--- src/pkg/cca_pkg.sv ---
// Purpose: shared constants and carrier types of the counter array
// Assumes: byte-wide special-function register access, 8-bit addresses
// Notes:   one package serves both the array top and its channel modules
package cca_pkg;

    localparam int NUM_CHANNELS = 3;
    localparam int WIDE_BITS    = 10;
    localparam int STATUS_BITS  = 4;

    // register addresses
    localparam logic [7:0] ADDR_PRESC0  = 8'hFB;
    localparam logic [7:0] ADDR_PRESC1  = 8'hFC;
    localparam logic [7:0] ADDR_CFG0    = 8'hA4;
    localparam logic [7:0] ADDR_CFG1    = 8'hBC;
    localparam logic [7:0] ADDR_STATUS  = 8'hA5;
    localparam logic [7:0] ADDR_BASE0   = 8'hD8;
    localparam logic [7:0] ADDR_BASE1   = 8'hE8;
    localparam logic [7:0] OFS_MODE     = 8'h00;
    localparam logic [7:0] OFS_CAPL     = 8'h03;
    localparam logic [7:0] OFS_CAPH     = 8'h06;
    localparam logic [7:0] OFS_FREQ     = 8'h09;
    localparam logic [7:0] OFS_CNTL     = 8'h0A;
    localparam logic [7:0] OFS_CNTH     = 8'h0B;

    // field positions, masks and reset values
    localparam logic [7:0] PRESC_RESET   = 8'h10;
    localparam logic [7:0] PRESC_WMASK   = 8'h1F;
    localparam int         PRESC_CE_BIT  = 4;
    localparam logic [7:0] CFG_RESET     = 8'h00;
    localparam logic [7:0] CFG_WMASK     = 8'h77;
    localparam int         CFG_EN_BIT    = 6;
    localparam int         CFG_OVFIE_BIT = 5;
    localparam int         CFG_IDLE_BIT  = 4;
    localparam int         CFG_WIDE_BIT  = 2;
    localparam logic [7:0] MODE_RESET    = 8'h00;

    // clock source select codes
    localparam logic [1:0] CLKSEL_PRESC  = 2'b00;
    localparam logic [1:0] CLKSEL_TIMER0 = 2'b01;
    localparam logic [1:0] CLKSEL_EXTPIN = 2'b10;

    // channel waveform field codes
    localparam logic [1:0] PWM_OFF    = 2'b00;
    localparam logic [1:0] PWM_FIXED8 = 2'b01;
    localparam logic [1:0] PWM_PROG8  = 2'b10;
    localparam logic [1:0] PWM_WIDE   = 2'b11;

    typedef struct packed {
        logic       eintf;
        logic       ecomp;
        logic       capPe;
        logic       capNe;
        logic       match;
        logic       toggle;
        logic [1:0] pwm;
    } cca_mode_t;

    typedef struct packed {
        logic [7:0] addr;
        logic       wr;
        logic       rd;
        logic [7:0] wdata;
    } cca_sfr_t;

endpackage

--- src/rtl/cca_channel_module.sv ---
// Purpose: one channel module: capture, timer, toggle and PWM waveforms
// Assumes: count, step and freqLoad come from flops of the array top
// Notes:   pin input is synchronous to clock; output is registered
`timescale 1ns/10ps
module cca_channel_module (
    input  wire logic              clock,
    input  wire logic              resetn,
    input  wire logic              wrMode,
    input  wire logic              wrLow,
    input  wire logic              wrHigh,
    input  wire logic [7:0]        wdata,
    input  wire logic [15:0]       count,
    input  wire logic              step,
    input  wire logic              freqLoad,
    input  wire logic              wide10,
    input  wire logic              pinIn,
    output cca_pkg::cca_mode_t     mode,
    output logic [7:0]             capLow,
    output logic [7:0]             capHigh,
    output logic                   chanEvent,
    output logic                   chanOut,
    output logic                   drivesPin
);
    import cca_pkg::*;

    typedef struct packed {
        cca_mode_t  mode;
        logic [7:0] capLow;
        logic [7:0] capHigh;
        logic       pinPrev;
        logic       out;
        logic       evt;
    } cca_chan_state_t;

    cca_chan_state_t state;
    cca_chan_state_t next_state;
    logic [15:0]     cap16;
    logic            hit;
    logic            capturing;

    always_comb begin
        next_state = state;
        next_state.evt = 1'b0;
        next_state.pinPrev = pinIn;
        cap16 = {state.capHigh, state.capLow};
        hit = step && state.mode.ecomp && (count == cap16); // RQ9
        capturing = (state.mode.pwm == PWM_OFF)
            && ((state.mode.capPe && pinIn && !state.pinPrev)
            || (state.mode.capNe && !pinIn && state.pinPrev));
        if (wrMode) begin
            next_state.mode = cca_mode_t'(wdata);
        end
        if (wrLow) begin
            next_state.capLow = wdata;
            next_state.mode.ecomp = 1'b0; // RQ21
        end
        if (wrHigh) begin
            next_state.capHigh = wdata;
            next_state.mode.ecomp = 1'b1; // RQ21
        end
        case (state.mode.pwm)
            PWM_FIXED8: begin
                // low-byte wrap starts a new pulse with the buffered duty
                if (step && count[7:0] == 8'h00) begin
                    next_state.capLow = state.capHigh; // RQ13 RQ11
                end
                next_state.out = state.mode.ecomp
                    && (count[7:0] >= state.capLow); // RQ12 RQ22
            end
            PWM_PROG8: begin
                if (freqLoad) begin
                    next_state.capLow = state.capHigh; // RQ14
                end
                next_state.out = state.mode.ecomp
                    && (count[7:0] >= state.capLow); // RQ12
            end
            PWM_WIDE: begin
                // upper six bits are ignored in the 10-bit variant
                next_state.out = state.mode.ecomp && (wide10
                    ? (count[WIDE_BITS-1:0] >= cap16[WIDE_BITS-1:0])
                    : (count >= cap16)); // RQ17 RQ19 RQ22
            end
            default: begin
                if (capturing) begin
                    next_state.capHigh = count[15:8]; // RQ8
                    next_state.capLow = count[7:0];
                    next_state.evt = 1'b1; // RQ7
                end
                if (hit && state.mode.match) begin
                    next_state.evt = 1'b1; // RQ7 RQ9
                end
                if (hit && state.mode.toggle) begin
                    next_state.out = !state.out; // RQ10
                end
            end
        endcase
    end

    always_ff @(posedge clock) begin
        if (!resetn) begin
            state <= '0;
        end else begin
            state <= next_state;
        end
    end

    assign mode      = state.mode;
    assign capLow    = state.capLow;
    assign capHigh   = state.capHigh;
    assign chanEvent = state.evt;
    assign chanOut   = state.out;
    assign drivesPin = (state.mode.pwm != PWM_OFF) || state.mode.toggle;

    AST_PWM_QUIET: assert property (@(posedge clock) disable iff (!resetn)
        (state.mode.pwm != PWM_OFF) |=> !chanEvent) // RQ7
        else $error("event raised in a PWM mode");

    AST_ECOMP_CLEAR: assert property (@(posedge clock) disable iff (!resetn)
        (wrLow && !wrHigh) |=> !mode.ecomp) // RQ21
        else $error("low compare write left comparator enabled");

    AST_CAPTURE_LOAD: assert property (@(posedge clock)
        disable iff (!resetn)
        (capturing && !wrLow && !wrHigh)
        |=> ({capHigh, capLow} == $past(count)) && chanEvent) // RQ8
        else $error("capture did not load the counter value");

    AST_TOGGLE_FLIP: assert property (@(posedge clock) disable iff (!resetn)
        (hit && state.mode.toggle && state.mode.pwm == PWM_OFF)
        |=> (chanOut != $past(chanOut))) // RQ10
        else $error("toggle match did not invert the output");

endmodule

--- src/rtl/cca_counter_array.sv ---
// Purpose: counter array with shared 16-bit counter and three channels
// Assumes: byte register port, single clock, pins synchronous to clock
// Notes:   ARRAY_INDEX picks which register addresses this copy answers
//
// Behaviour
// [RQ1] free-running 16-bit up-counter wraps; programmable-frequency PWM clears it
// [RQ2] counter clock is prescaler, timer 0 overflow or external pin
// [RQ3] external clock pin must stay at or below a quarter of clock
// [RQ4] prescaled clock divides clock by two to the four-bit field
// [RQ5] prescaler register holds clock enable, reset value hex 10
// [RQ6] three channels share the counter, pins are plain I/O otherwise
// [RQ7] capture, timer and toggle raise events; PWM never does
// [RQ8] capture copies counter on rising, falling or either pin edge
// [RQ9] timer mode compares written 16-bit value with counter on equality
// [RQ10] toggle mode inverts channel output on each enabled compare match
// [RQ11] fixed 8-bit PWM period is the counter low byte wrap
// [RQ12] 8-bit PWM output high while low byte at or above duty
// [RQ13] on low byte wrap the high compare byte reloads the low
// [RQ14] programmable PWM clears counter on frequency match and reloads registers
// [RQ15] software keeps other channels in programmable mode or unused
// [RQ16] software keeps frequency value above every channel duty
// [RQ17] 16-bit PWM high at or above compare, low at overflow
// [RQ18] software sets all three channels to 10-bit PWM together
// [RQ19] 10-bit PWM ignores upper six bits and wraps at 10 bits
// [RQ20] software writes the low compare byte before the high byte
// [RQ21] low compare write clears comparator enable, high write sets it
// [RQ22] compare zero is full on; disabled comparator gives constant low
// [RQ23] clock select 00 prescaler, 01 timer 0, 10 external pin
// [RQ24] match or capture sets a sticky flag; flags form one request
// [RQ25] waveform field 01 fixed, 10 programmable 8-bit PWM on pin
// [RQ26] timer 0 overflow and external clock synchronised, counted per rise
`timescale 1ns/10ps
module cca_counter_array #(
    parameter int unsigned ARRAY_INDEX = 0
) (
    input  wire logic                     clock,
    input  wire logic                     resetn,
    input  wire cca_pkg::cca_sfr_t        sfr,
    output logic [7:0]                    sfrRdata,
    input  wire logic                     cpuIdle,
    input  wire logic                     timer0Overflow,
    input  wire logic                     extClockPin,
    input  wire logic [2:0]               chanPinIn,
    input  wire logic [2:0]               gpioOut,
    input  wire logic [2:0]               gpioOe,
    output logic [2:0]                    chanPinOut,
    output logic [2:0]                    chanPinOe,
    output logic                          irq
);
    import cca_pkg::*;

    if (ARRAY_INDEX > 1) begin : g_badIndex
        $error("ARRAY_INDEX must be 0 or 1");
    end

    localparam logic [7:0] PRESC_ADDR =
        (ARRAY_INDEX == 0) ? ADDR_PRESC0 : ADDR_PRESC1;
    localparam logic [7:0] CFG_ADDR =
        (ARRAY_INDEX == 0) ? ADDR_CFG0 : ADDR_CFG1;
    localparam logic [7:0] BASE =
        (ARRAY_INDEX == 0) ? ADDR_BASE0 : ADDR_BASE1;
    localparam int STATUS_LSB = ARRAY_INDEX * STATUS_BITS;

    typedef struct packed {
        logic [7:0]  presc;
        logic [7:0]  cfg;
        logic [7:0]  freqBuf;
        logic [7:0]  freqActive;
        logic [15:0] count;
        logic [14:0] divider;
        logic [3:0]  status;
        logic [2:0]  t0Sync;
        logic [2:0]  extSync;
        logic        step;
        logic        freqLoad;
        logic [7:0]  rdata;
    } cca_array_state_t;

    cca_array_state_t state;
    cca_array_state_t next_state;

    // decodes a register address as base plus offset
    function automatic logic isReg(input logic [7:0] addr,
                                   input logic [7:0] ofs);
        return addr == 8'(BASE + ofs);
    endfunction

    // prescaler tick when the low 'ps' divider bits are all zero
    function automatic logic prescHit(input logic [14:0] div,
                                      input logic [3:0]  ps);
        logic [14:0] mask;
        mask = 15'(~(16'hFFFF << ps));
        return (div & mask) == 15'h0000;
    endfunction

    cca_mode_t  chMode  [NUM_CHANNELS];
    logic [7:0] chLow   [NUM_CHANNELS];
    logic [7:0] chHigh  [NUM_CHANNELS];
    logic [NUM_CHANNELS-1:0] chEvent;
    logic [NUM_CHANNELS-1:0] chOut;
    logic [NUM_CHANNELS-1:0] chDrives;
    logic [NUM_CHANNELS-1:0] wrMode;
    logic [NUM_CHANNELS-1:0] wrLow;
    logic [NUM_CHANNELS-1:0] wrHigh;
    logic [NUM_CHANNELS-1:0] eintfBits;

    logic       run;
    logic       t0Rise;
    logic       extRise;
    logic       prescTick;
    logic       tick;
    logic       pfMode;
    logic       pfHit;
    logic       wrap;
    logic       wide10;
    logic [1:0] clkSel;
    logic [7:0] readMux;

    always_comb begin
        for (int i = 0; i < NUM_CHANNELS; i++) begin
            wrMode[i] = sfr.wr && isReg(sfr.addr, 8'(OFS_MODE + 8'(i)));
            wrLow[i]  = sfr.wr && isReg(sfr.addr, 8'(OFS_CAPL + 8'(i)));
            wrHigh[i] = sfr.wr && isReg(sfr.addr, 8'(OFS_CAPH + 8'(i)));
            eintfBits[i] = chMode[i].eintf;
        end
    end

    for (genvar g = 0; g < NUM_CHANNELS; g++) begin : g_chan
        cca_channel_module u_chan (
            .clock     (clock),
            .resetn    (resetn),
            .wrMode    (wrMode[g]),
            .wrLow     (wrLow[g]),
            .wrHigh    (wrHigh[g]),
            .wdata     (sfr.wdata),
            .count     (state.count),
            .step      (state.step),
            .freqLoad  (state.freqLoad),
            .wide10    (wide10),
            .pinIn     (chanPinIn[g]),
            .mode      (chMode[g]),
            .capLow    (chLow[g]),
            .capHigh   (chHigh[g]),
            .chanEvent (chEvent[g]),
            .chanOut   (chOut[g]),
            .drivesPin (chDrives[g])
        );
    end

    always_comb begin
        next_state = state;
        wide10 = state.cfg[CFG_WIDE_BIT];
        clkSel = state.cfg[1:0];
        // only the second and third sync stages feed the edge test
        t0Rise  = state.t0Sync[1] && !state.t0Sync[2]; // RQ26
        extRise = state.extSync[1] && !state.extSync[2]; // RQ26
        next_state.t0Sync  = {state.t0Sync[1:0], timer0Overflow};
        next_state.extSync = {state.extSync[1:0], extClockPin};

        // divider only runs while its clock enable is set
        if (state.presc[PRESC_CE_BIT]) begin
            next_state.divider = state.divider + 15'h0001; // RQ5
        end else begin
            next_state.divider = 15'h0000;
        end
        prescTick = state.presc[PRESC_CE_BIT]
            && prescHit(state.divider, state.presc[3:0]); // RQ4

        run = state.cfg[CFG_EN_BIT]
            && !(state.cfg[CFG_IDLE_BIT] && cpuIdle);
        case (clkSel)
            CLKSEL_PRESC:  tick = run && prescTick; // RQ23 RQ2
            CLKSEL_TIMER0: tick = run && t0Rise; // RQ23 RQ2
            CLKSEL_EXTPIN: tick = run && extRise; // RQ23 RQ2
            default:       tick = 1'b0;
        endcase

        pfMode = 1'b0;
        for (int i = 0; i < NUM_CHANNELS; i++) begin
            pfMode = pfMode || (chMode[i].pwm == PWM_PROG8); // RQ25
        end
        pfHit = tick && pfMode
            && (state.count[7:0] == state.freqActive); // RQ14

        wrap = 1'b0;
        if (pfHit) begin
            next_state.count = 16'h0000; // RQ14 RQ1
        end else if (tick && wide10) begin
            wrap = state.count[WIDE_BITS-1:0] == 10'h3FF; // RQ19
            next_state.count = {6'h00,
                10'(state.count[WIDE_BITS-1:0] + 10'h001)};
        end else if (tick) begin
            wrap = state.count == 16'hFFFF; // RQ1
            next_state.count = state.count + 16'h0001;
        end
        next_state.step = tick;
        next_state.freqLoad = pfHit;

        // frequency buffer goes live at each period end
        if (pfHit || !pfMode) begin
            next_state.freqActive = state.freqBuf; // RQ14
        end

        if (sfr.wr) begin
            if (sfr.addr == PRESC_ADDR) begin
                next_state.presc = sfr.wdata & PRESC_WMASK;
            end
            if (sfr.addr == CFG_ADDR) begin
                next_state.cfg = sfr.wdata & CFG_WMASK;
            end
            if (isReg(sfr.addr, OFS_FREQ)) begin
                next_state.freqBuf = sfr.wdata;
            end
            if (isReg(sfr.addr, OFS_CNTL)) begin
                next_state.count[7:0] = sfr.wdata;
            end
            if (isReg(sfr.addr, OFS_CNTH)) begin
                next_state.count[15:8] = sfr.wdata;
            end
            if (sfr.addr == ADDR_STATUS) begin
                next_state.status = sfr.wdata[STATUS_LSB +: STATUS_BITS];
            end
        end
        // hardware set wins over a clearing write in the same cycle
        next_state.status = next_state.status | {wrap, chEvent}; // RQ24

        readMux = 8'h00;
        if (sfr.addr == PRESC_ADDR) begin
            readMux = state.presc;
        end else if (sfr.addr == CFG_ADDR) begin
            readMux = state.cfg;
        end else if (sfr.addr == ADDR_STATUS) begin
            readMux[STATUS_LSB +: STATUS_BITS] = state.status;
        end else if (isReg(sfr.addr, OFS_FREQ)) begin
            readMux = state.freqBuf;
        end else if (isReg(sfr.addr, OFS_CNTL)) begin
            readMux = state.count[7:0];
        end else if (isReg(sfr.addr, OFS_CNTH)) begin
            readMux = state.count[15:8];
        end
        for (int i = 0; i < NUM_CHANNELS; i++) begin
            if (isReg(sfr.addr, 8'(OFS_MODE + 8'(i)))) begin
                readMux = chMode[i];
            end
            if (isReg(sfr.addr, 8'(OFS_CAPL + 8'(i)))) begin
                readMux = chLow[i];
            end
            if (isReg(sfr.addr, 8'(OFS_CAPH + 8'(i)))) begin
                readMux = chHigh[i];
            end
        end
        next_state.rdata = sfr.rd ? readMux : 8'h00;
    end

    always_ff @(posedge clock) begin
        if (!resetn) begin
            state <= '0;
            state.presc <= PRESC_RESET; // RQ5
            state.cfg <= CFG_RESET;
        end else begin
            state <= next_state;
        end
    end

    // unassigned pins fall back to plain port I/O
    always_comb begin
        for (int i = 0; i < NUM_CHANNELS; i++) begin
            chanPinOut[i] = chDrives[i] ? chOut[i] : gpioOut[i]; // RQ6
            chanPinOe[i]  = chDrives[i] || gpioOe[i]; // RQ6
        end
    end

    assign irq = (|(state.status[2:0] & eintfBits))
        || (state.status[3] && state.cfg[CFG_OVFIE_BIT]); // RQ24
    assign sfrRdata = state.rdata;

    AST_PRESC_RESET: assert property (@(posedge clock)
        !resetn |=> (state.presc == PRESC_RESET)) // RQ5
        else $error("prescaler register reset value wrong");

    AST_COUNT_STEP: assert property (@(posedge clock) disable iff (!resetn)
        (tick && !pfHit && !wide10 && !sfr.wr)
        |=> (state.count == 16'($past(state.count) + 16'h0001))) // RQ1
        else $error("counter did not advance by one on a tick");

    AST_FREQ_CLEAR: assert property (@(posedge clock) disable iff (!resetn)
        (pfHit && !sfr.wr)
        |=> (state.count == 16'h0000) && state.freqLoad) // RQ14
        else $error("frequency match did not clear the counter");

    AST_EXT_SOURCE: assert property (@(posedge clock) disable iff (!resetn)
        (run && clkSel == CLKSEL_EXTPIN && extRise) |-> tick) // RQ23
        else $error("external pin rise not counted");

    AST_STOPPED: assert property (@(posedge clock) disable iff (!resetn)
        !state.cfg[CFG_EN_BIT] |-> !tick) // RQ2
        else $error("counter ticked while disabled");

    AST_FULL_RATE: assert property (@(posedge clock) disable iff (!resetn)
        (run && clkSel == CLKSEL_PRESC && state.presc[PRESC_CE_BIT]
        && state.presc[3:0] == 4'h0) |-> tick) // RQ4
        else $error("divide by one did not tick every cycle");

    // the edge test sees a pin rise exactly two edges after it is sampled
    AST_SYNC_DELAY: assert property (@(posedge clock) disable iff (!resetn)
        $rose(extClockPin) |-> ##2 extRise) // RQ26
        else $error("external pin rise not seen after the sync delay");

    // a clearing write one cycle after the set may legally drop the flag
    AST_FLAG_STICKY: assert property (@(posedge clock)
        disable iff (!resetn)
        (chEvent[0] ##1 !sfr.wr) |-> state.status[0] [*2]) // RQ24
        else $error("channel flag not set or not held");

    AST_IRQ_FLAG: assert property (@(posedge clock) disable iff (!resetn)
        (state.status[0] && chMode[0].eintf) |-> irq) // RQ24
        else $error("enabled flag did not raise the request");

    AST_WIDE_WRAP: assert property (@(posedge clock) disable iff (!resetn)
        (tick && wide10 && !pfHit && !sfr.wr
        && state.count[WIDE_BITS-1:0] == 10'h3FF)
        |=> (state.count == 16'h0000) && state.status[3]) // RQ19
        else $error("10-bit counter did not wrap to zero");

endmodule

--- config.mk ---
export PLATFORM = sky130hd
export DESIGN_NAME = cca_counter_array
export DESIGN_NICKNAME = d
export VERILOG_FILES = /design/src/pkg/cca_pkg.sv /design/src/rtl/cca_channel_module.sv /design/src/rtl/cca_counter_array.sv
export SDC_FILE = /design/constraint.sdc
export NUM_CORES = 1
export LEC_CHECK = 0
export BUFFER_PORTS_ARGS = -buffer_cell sky130_fd_sc_hd__buf_2
export CAP_MARGIN = 20
export CORE_ASPECT_RATIO = 2
export CORE_MARGIN = 3
export CORE_UTILIZATION = 40
export CTS_BUF_LIST = sky130_fd_sc_hd__clkbuf_8
export DETAILED_ROUTE_END_ITERATION = 10
export SLEW_MARGIN = 10
export SYNTH_ARGS = -nofsm -noshare
export SYNTH_HDL_FRONTEND = slang
export SYNTH_SLANG_ARGS = --single-unit
--- constraint.sdc ---
create_clock -name clock -period 3.6 [get_ports clock]
set_input_delay 0.72 -clock clock [delete_from_list [all_inputs] [get_ports clock]]
set_output_delay 0.72 -clock clock [all_outputs]
set_load 0.02 [all_outputs]
==> out/qor_table.md <==
| Metric | Value | Unit |
|---|---|---|
| Outcome | finished clean | - |
| Total congestion overflow | 0 | - |
| Origin of the worst min-delay path | extClockPin | - |
| Most frequent cells in the layout | dfxtp_1, nand2_1, nor2_1, mux2i_1, inv_1 | - |
| Wire length of the first global-routing pass | 63.9 | mm |
| Maximum Capacitance Violations | 0 | - |
| Clock slew seen by the registers of the worst setup and hold paths | 0.10 | ns |
| Fraction of the core area covered by cells at the end of the flow | 44.5 | % |
| Maximum number of pins on one net before global-route repair | 47 | - |
| Worst rel slew slack | 33.1 | % |
| IR Drop Worst-Case VDD | 236 | uV |
| Distinct cells, synth | 79 | - |
| Buffer type at the clock tree root | clkbuf_8 | - |
| Post-DR wirelength/cell | 25.3 | um |
| Kind of start point of the critical path | flip-flop | - |
| Number of synthesis warnings | 0 | - |
| Maximum cell stage delay along the critical path | 0.73 | ns |
| R2r startpoint | clkSel[0] | - |
| Maximum number of buffers from clock root to sink | 2 | - |
| Post-cts resize count | 0 | - |
| Core footprint | 0.0259 | sq mm |
| Clock insertion delay at the later pin of the skew report | 0.52 | ns |
| Post-CTS Repair Setup Buffers | 0 | - |
| Num CTS Buffers | 17 | - |
| Pre-antenna DRT Iters | 6 | - |
| GRT Resource Usage Total | 29.9 | % |
| Critical path fanouts, max | 13 | - |
| Post-route clock skew | 0.0102 | ns |
| Req. time, crit path | 4.05 | ns |
| Post-synthesis cell area | 0.0106 | sq mm |
| Average footprint of a synthesized cell | 7.84 | sq um |
| Iteration-0 DRC Markers | 861 | - |
| EDFF count, synth | 0 | - |
| Number of antenna violations at the first check in global routing | 1 | - |
| Syn nets | 1432 | - |
| Most common cell after layout, fill and taps aside | dfxtp_1 | - |
| Layout overhead on the synthesized area | 9.07 | % |
| Most common flop cell mapped by yosys | dfxtp_1 | - |
| Final number of hold-violating endpoints | 0 | - |
| R2r worst-path depth | 7 | - |
| Hold Crit Depth | 2 | - |
| Proportion of layout cells with a drive suffix above 1 | 10.9 | % |
| Setup slack of the most critical reg-to-reg path | 0.43 | ns |
| Setup repair after global routing missed its margin | false | - |
| Synthesized instance count | 1346 | - |
| Power density cells | 304 | mW/mm^2 |
| Type of destination of the critical path | flip-flop | - |
| Achievable frequency | 0.316 | GHz |
| Antenna Violating Nets Remaining | 0 | - |
| Total Routed Length | 43.1 | mm |
| Total die area | 0.0285 | sq mm |
| Async set-or-reset flop fraction in the synthesized netlist | 0 | % |
| DR vias | 10.9k | - |
| Share of the clock period used by the worst path | 88.0 | % |
| CTS Hold Bufs | 0 | - |
| I/O pin total | 47 | - |
| Vias in the first global route | 10.4k | - |
| Count of state elements after synthesis | 159 | - |
| Number of port buffers | 46 | - |
| H-tree levels | 4 | - |
| Post-route setup TNS | 0 | ns |
| Kind of critical path | reg2reg | - |
| Height of the chip | 236 | um |
| Series of cell instances along the critical path | inv_1 -> ha_1 -> and3_1 -> a221oi_4 -> nand3_2 -> or4_1 -> a21oi_1 | - |
| Net count reported at finish | 1434 | - |
| Remaining design rule violation count | 0 | - |
| Standard-cell rows | 83 | - |
| Worst-case hold path end point | next_state[11] | - |
| Estimated wirelength of the detail-placed design | 31.7 | mm |
| TritonCTS clock tree | done | - |
| Slew @ Worst Pin | 1.00 | ns |
| Worst reg2reg endpoint | state[19] | - |
| Data arrival at the endpoint of the critical path | 3.62 | ns |
| Final setup fails | 0 | - |
| Number of pins exceeding their max-slew limit in the final report | 0 | - |
| Time the final worst path needs with I/O delays and setup | 3.17 | ns |
| Horizontal extent of the die | 121 | um |
| Clock Sinks | 159 | - |
| Min-delay worst type | in2reg | - |
| Crit path max-delay cell type | or4_1 | - |
| Number of fillers in the final layout | 2633 | - |
| Fraction of the yosys area taken by sequential cells | 30.2 | % |
| Leak | 4.27 | nW |
| Initial core utilization | 40.8 | % |
| Ratio of routed vias to standard cells | 6.40 | - |
| GP Congestion | 1.04 | - |
[stage by stage]
| stage | instances | total power, W | hold WS (ns) | setup slack [ns] | instance area [sq um] |
|---|---|---|---|---|---|
| after floorplan | 1346 | 0.00199 | 0.411 | 1.18 | 10600 |
| after global placement | 1669 | 0.00211 | 0.418 | 0.472 | 11100 |
| after detailed placement | 1669 | 0.00211 | 0.426 | 0.476 | 11100 |
| after CTS | 1701 | 0.00351 | 0.392 | 0.435 | 11500 |
| after global routing | 1702 | 0.00360 | 0.410 | 0.348 | 11500 |
| final | 1702 | 0.00350 | 0.413 | 0.431 | 11500 |
[critical path: cells and delay by family (launching register included)]
family	cells	cell delay, ns
and+or+nand+nor	3	1.40
DFF	1	0.42
buffers and inverters	1	0.07
adders and majority gates	1	0.45
AOI/OAI and AO/OA	2	0.76
[state kept, by name (all words and copies together), names as in the netlist]
register / flops
clkSel: 2
g_chan.u_chan.mode: 24
sfrRdata: 8
g_chan.u_chan.capLow: 24
g_chan.u_chan.chanEvent: 3
g_chan.u_chan.capHigh: 24
g_chan.u_chan.chanOut: 3
state: 64
next_state: 4
g_chan.u_chan.state: 3
[routing by layer]
layer,global-route usage [%],vias to the layer above,share of wire [%]
li1,-,4945,-
met1,31.2,5249,35
met2,51.5,501,50
met3,5.48,200,6.3
met4,23.8,0,9.4
met5,0,-,0
[cell usage after synthesis (all sizes together) (5+ instances only)]
library cell	count	share of area, %
a211oi	57	4.1
a21o	11	0.78
a21oi	65	3.1
a221oi	8	0.83
a22oi	16	1.1
a311oi	8	0.66
a31oi	28	1.7
a32oi	5	0.41
and2	13	0.77
and3	19	1.1
and4	5	0.41
buf	26	1.4
clkbuf	86	3.1
dfxtp	159	30
ha	54	6.4
inv	65	2.3
mux2i	83	7.9
nand2	133	4.7
nand2b	10	0.59
nand3	42	2.0
nand3b	8	0.57
nand4	32	1.9
nor2	133	4.9
nor3	27	1.4
nor4	8	0.47
o211a	7	0.66
o211ai	17	1.2
o21a	17	1.2
o21ai	64	3.0
o221ai	11	0.91
o22ai	23	1.4
o2bb2ai	8	0.66
or2	5	0.30
or3	10	0.59
xnor2	12	1.0
xor2	10	0.83
[how the worst max path moves through the flow]
stage	from	end	depth (start not counted)
3_3_place_gp	clkSel[0]	state[19]	7
5_1_grt	clkSel[0]	state[19]	7
4_1_cts	clkSel[0]	state[19]	7
3_5_place_dp	clkSel[0]	state[19]	7
6_report	clkSel[0]	state[19]	7
2_1_floorplan	sfr[15]	g_chan[0].u_chan.capHigh[3]	8
[cells by family (layout without fill, tap and decap cells)]
family          after synthesis  in the layout  share of synthesized area [%]
fa+ha+maj                    55             55                           6.51
buf+inv                     178            193                           6.84
mux                          87             87                           8.30
simple gates                459            459                           20.9
xor+xnor                     22             22                           1.83
flops                       159            159                           30.2
compound gates              386            386                           25.5
other cells                   0              1                              0
[cell type report]
| class | count | area [sq um] | area share [%] |
|---|---|---|---|
| multi-input combinational | 1009 | 6660 | 57.9 |
| sequential | 159 | 3180 | 27.6 |
| timing repair buffer | 95 | 598 | 5.19 |
| tap | 340 | 425 | 3.69 |
| inverter | 66 | 248 | 2.15 |
| clock buffer | 17 | 234 | 2.03 |
| clock inverter | 15 | 161 | 1.40 |
| antenna | 1 | 2.50 | 0.0217 |
[where the power goes]
| part | switching [W] | total (W) | internal, W |
|---|---|---|---|
| sequential | 0.0000221 | 0.00179 | 0.00177 |
| clock | 0.000797 | 0.00142 | 0.000622 |
| combinational | 0.000201 | 0.000287 | 0.0000861 |
| total | 0.00102 | 0.00350 | 0.00248 |
(Power assumes the default switching activity.)
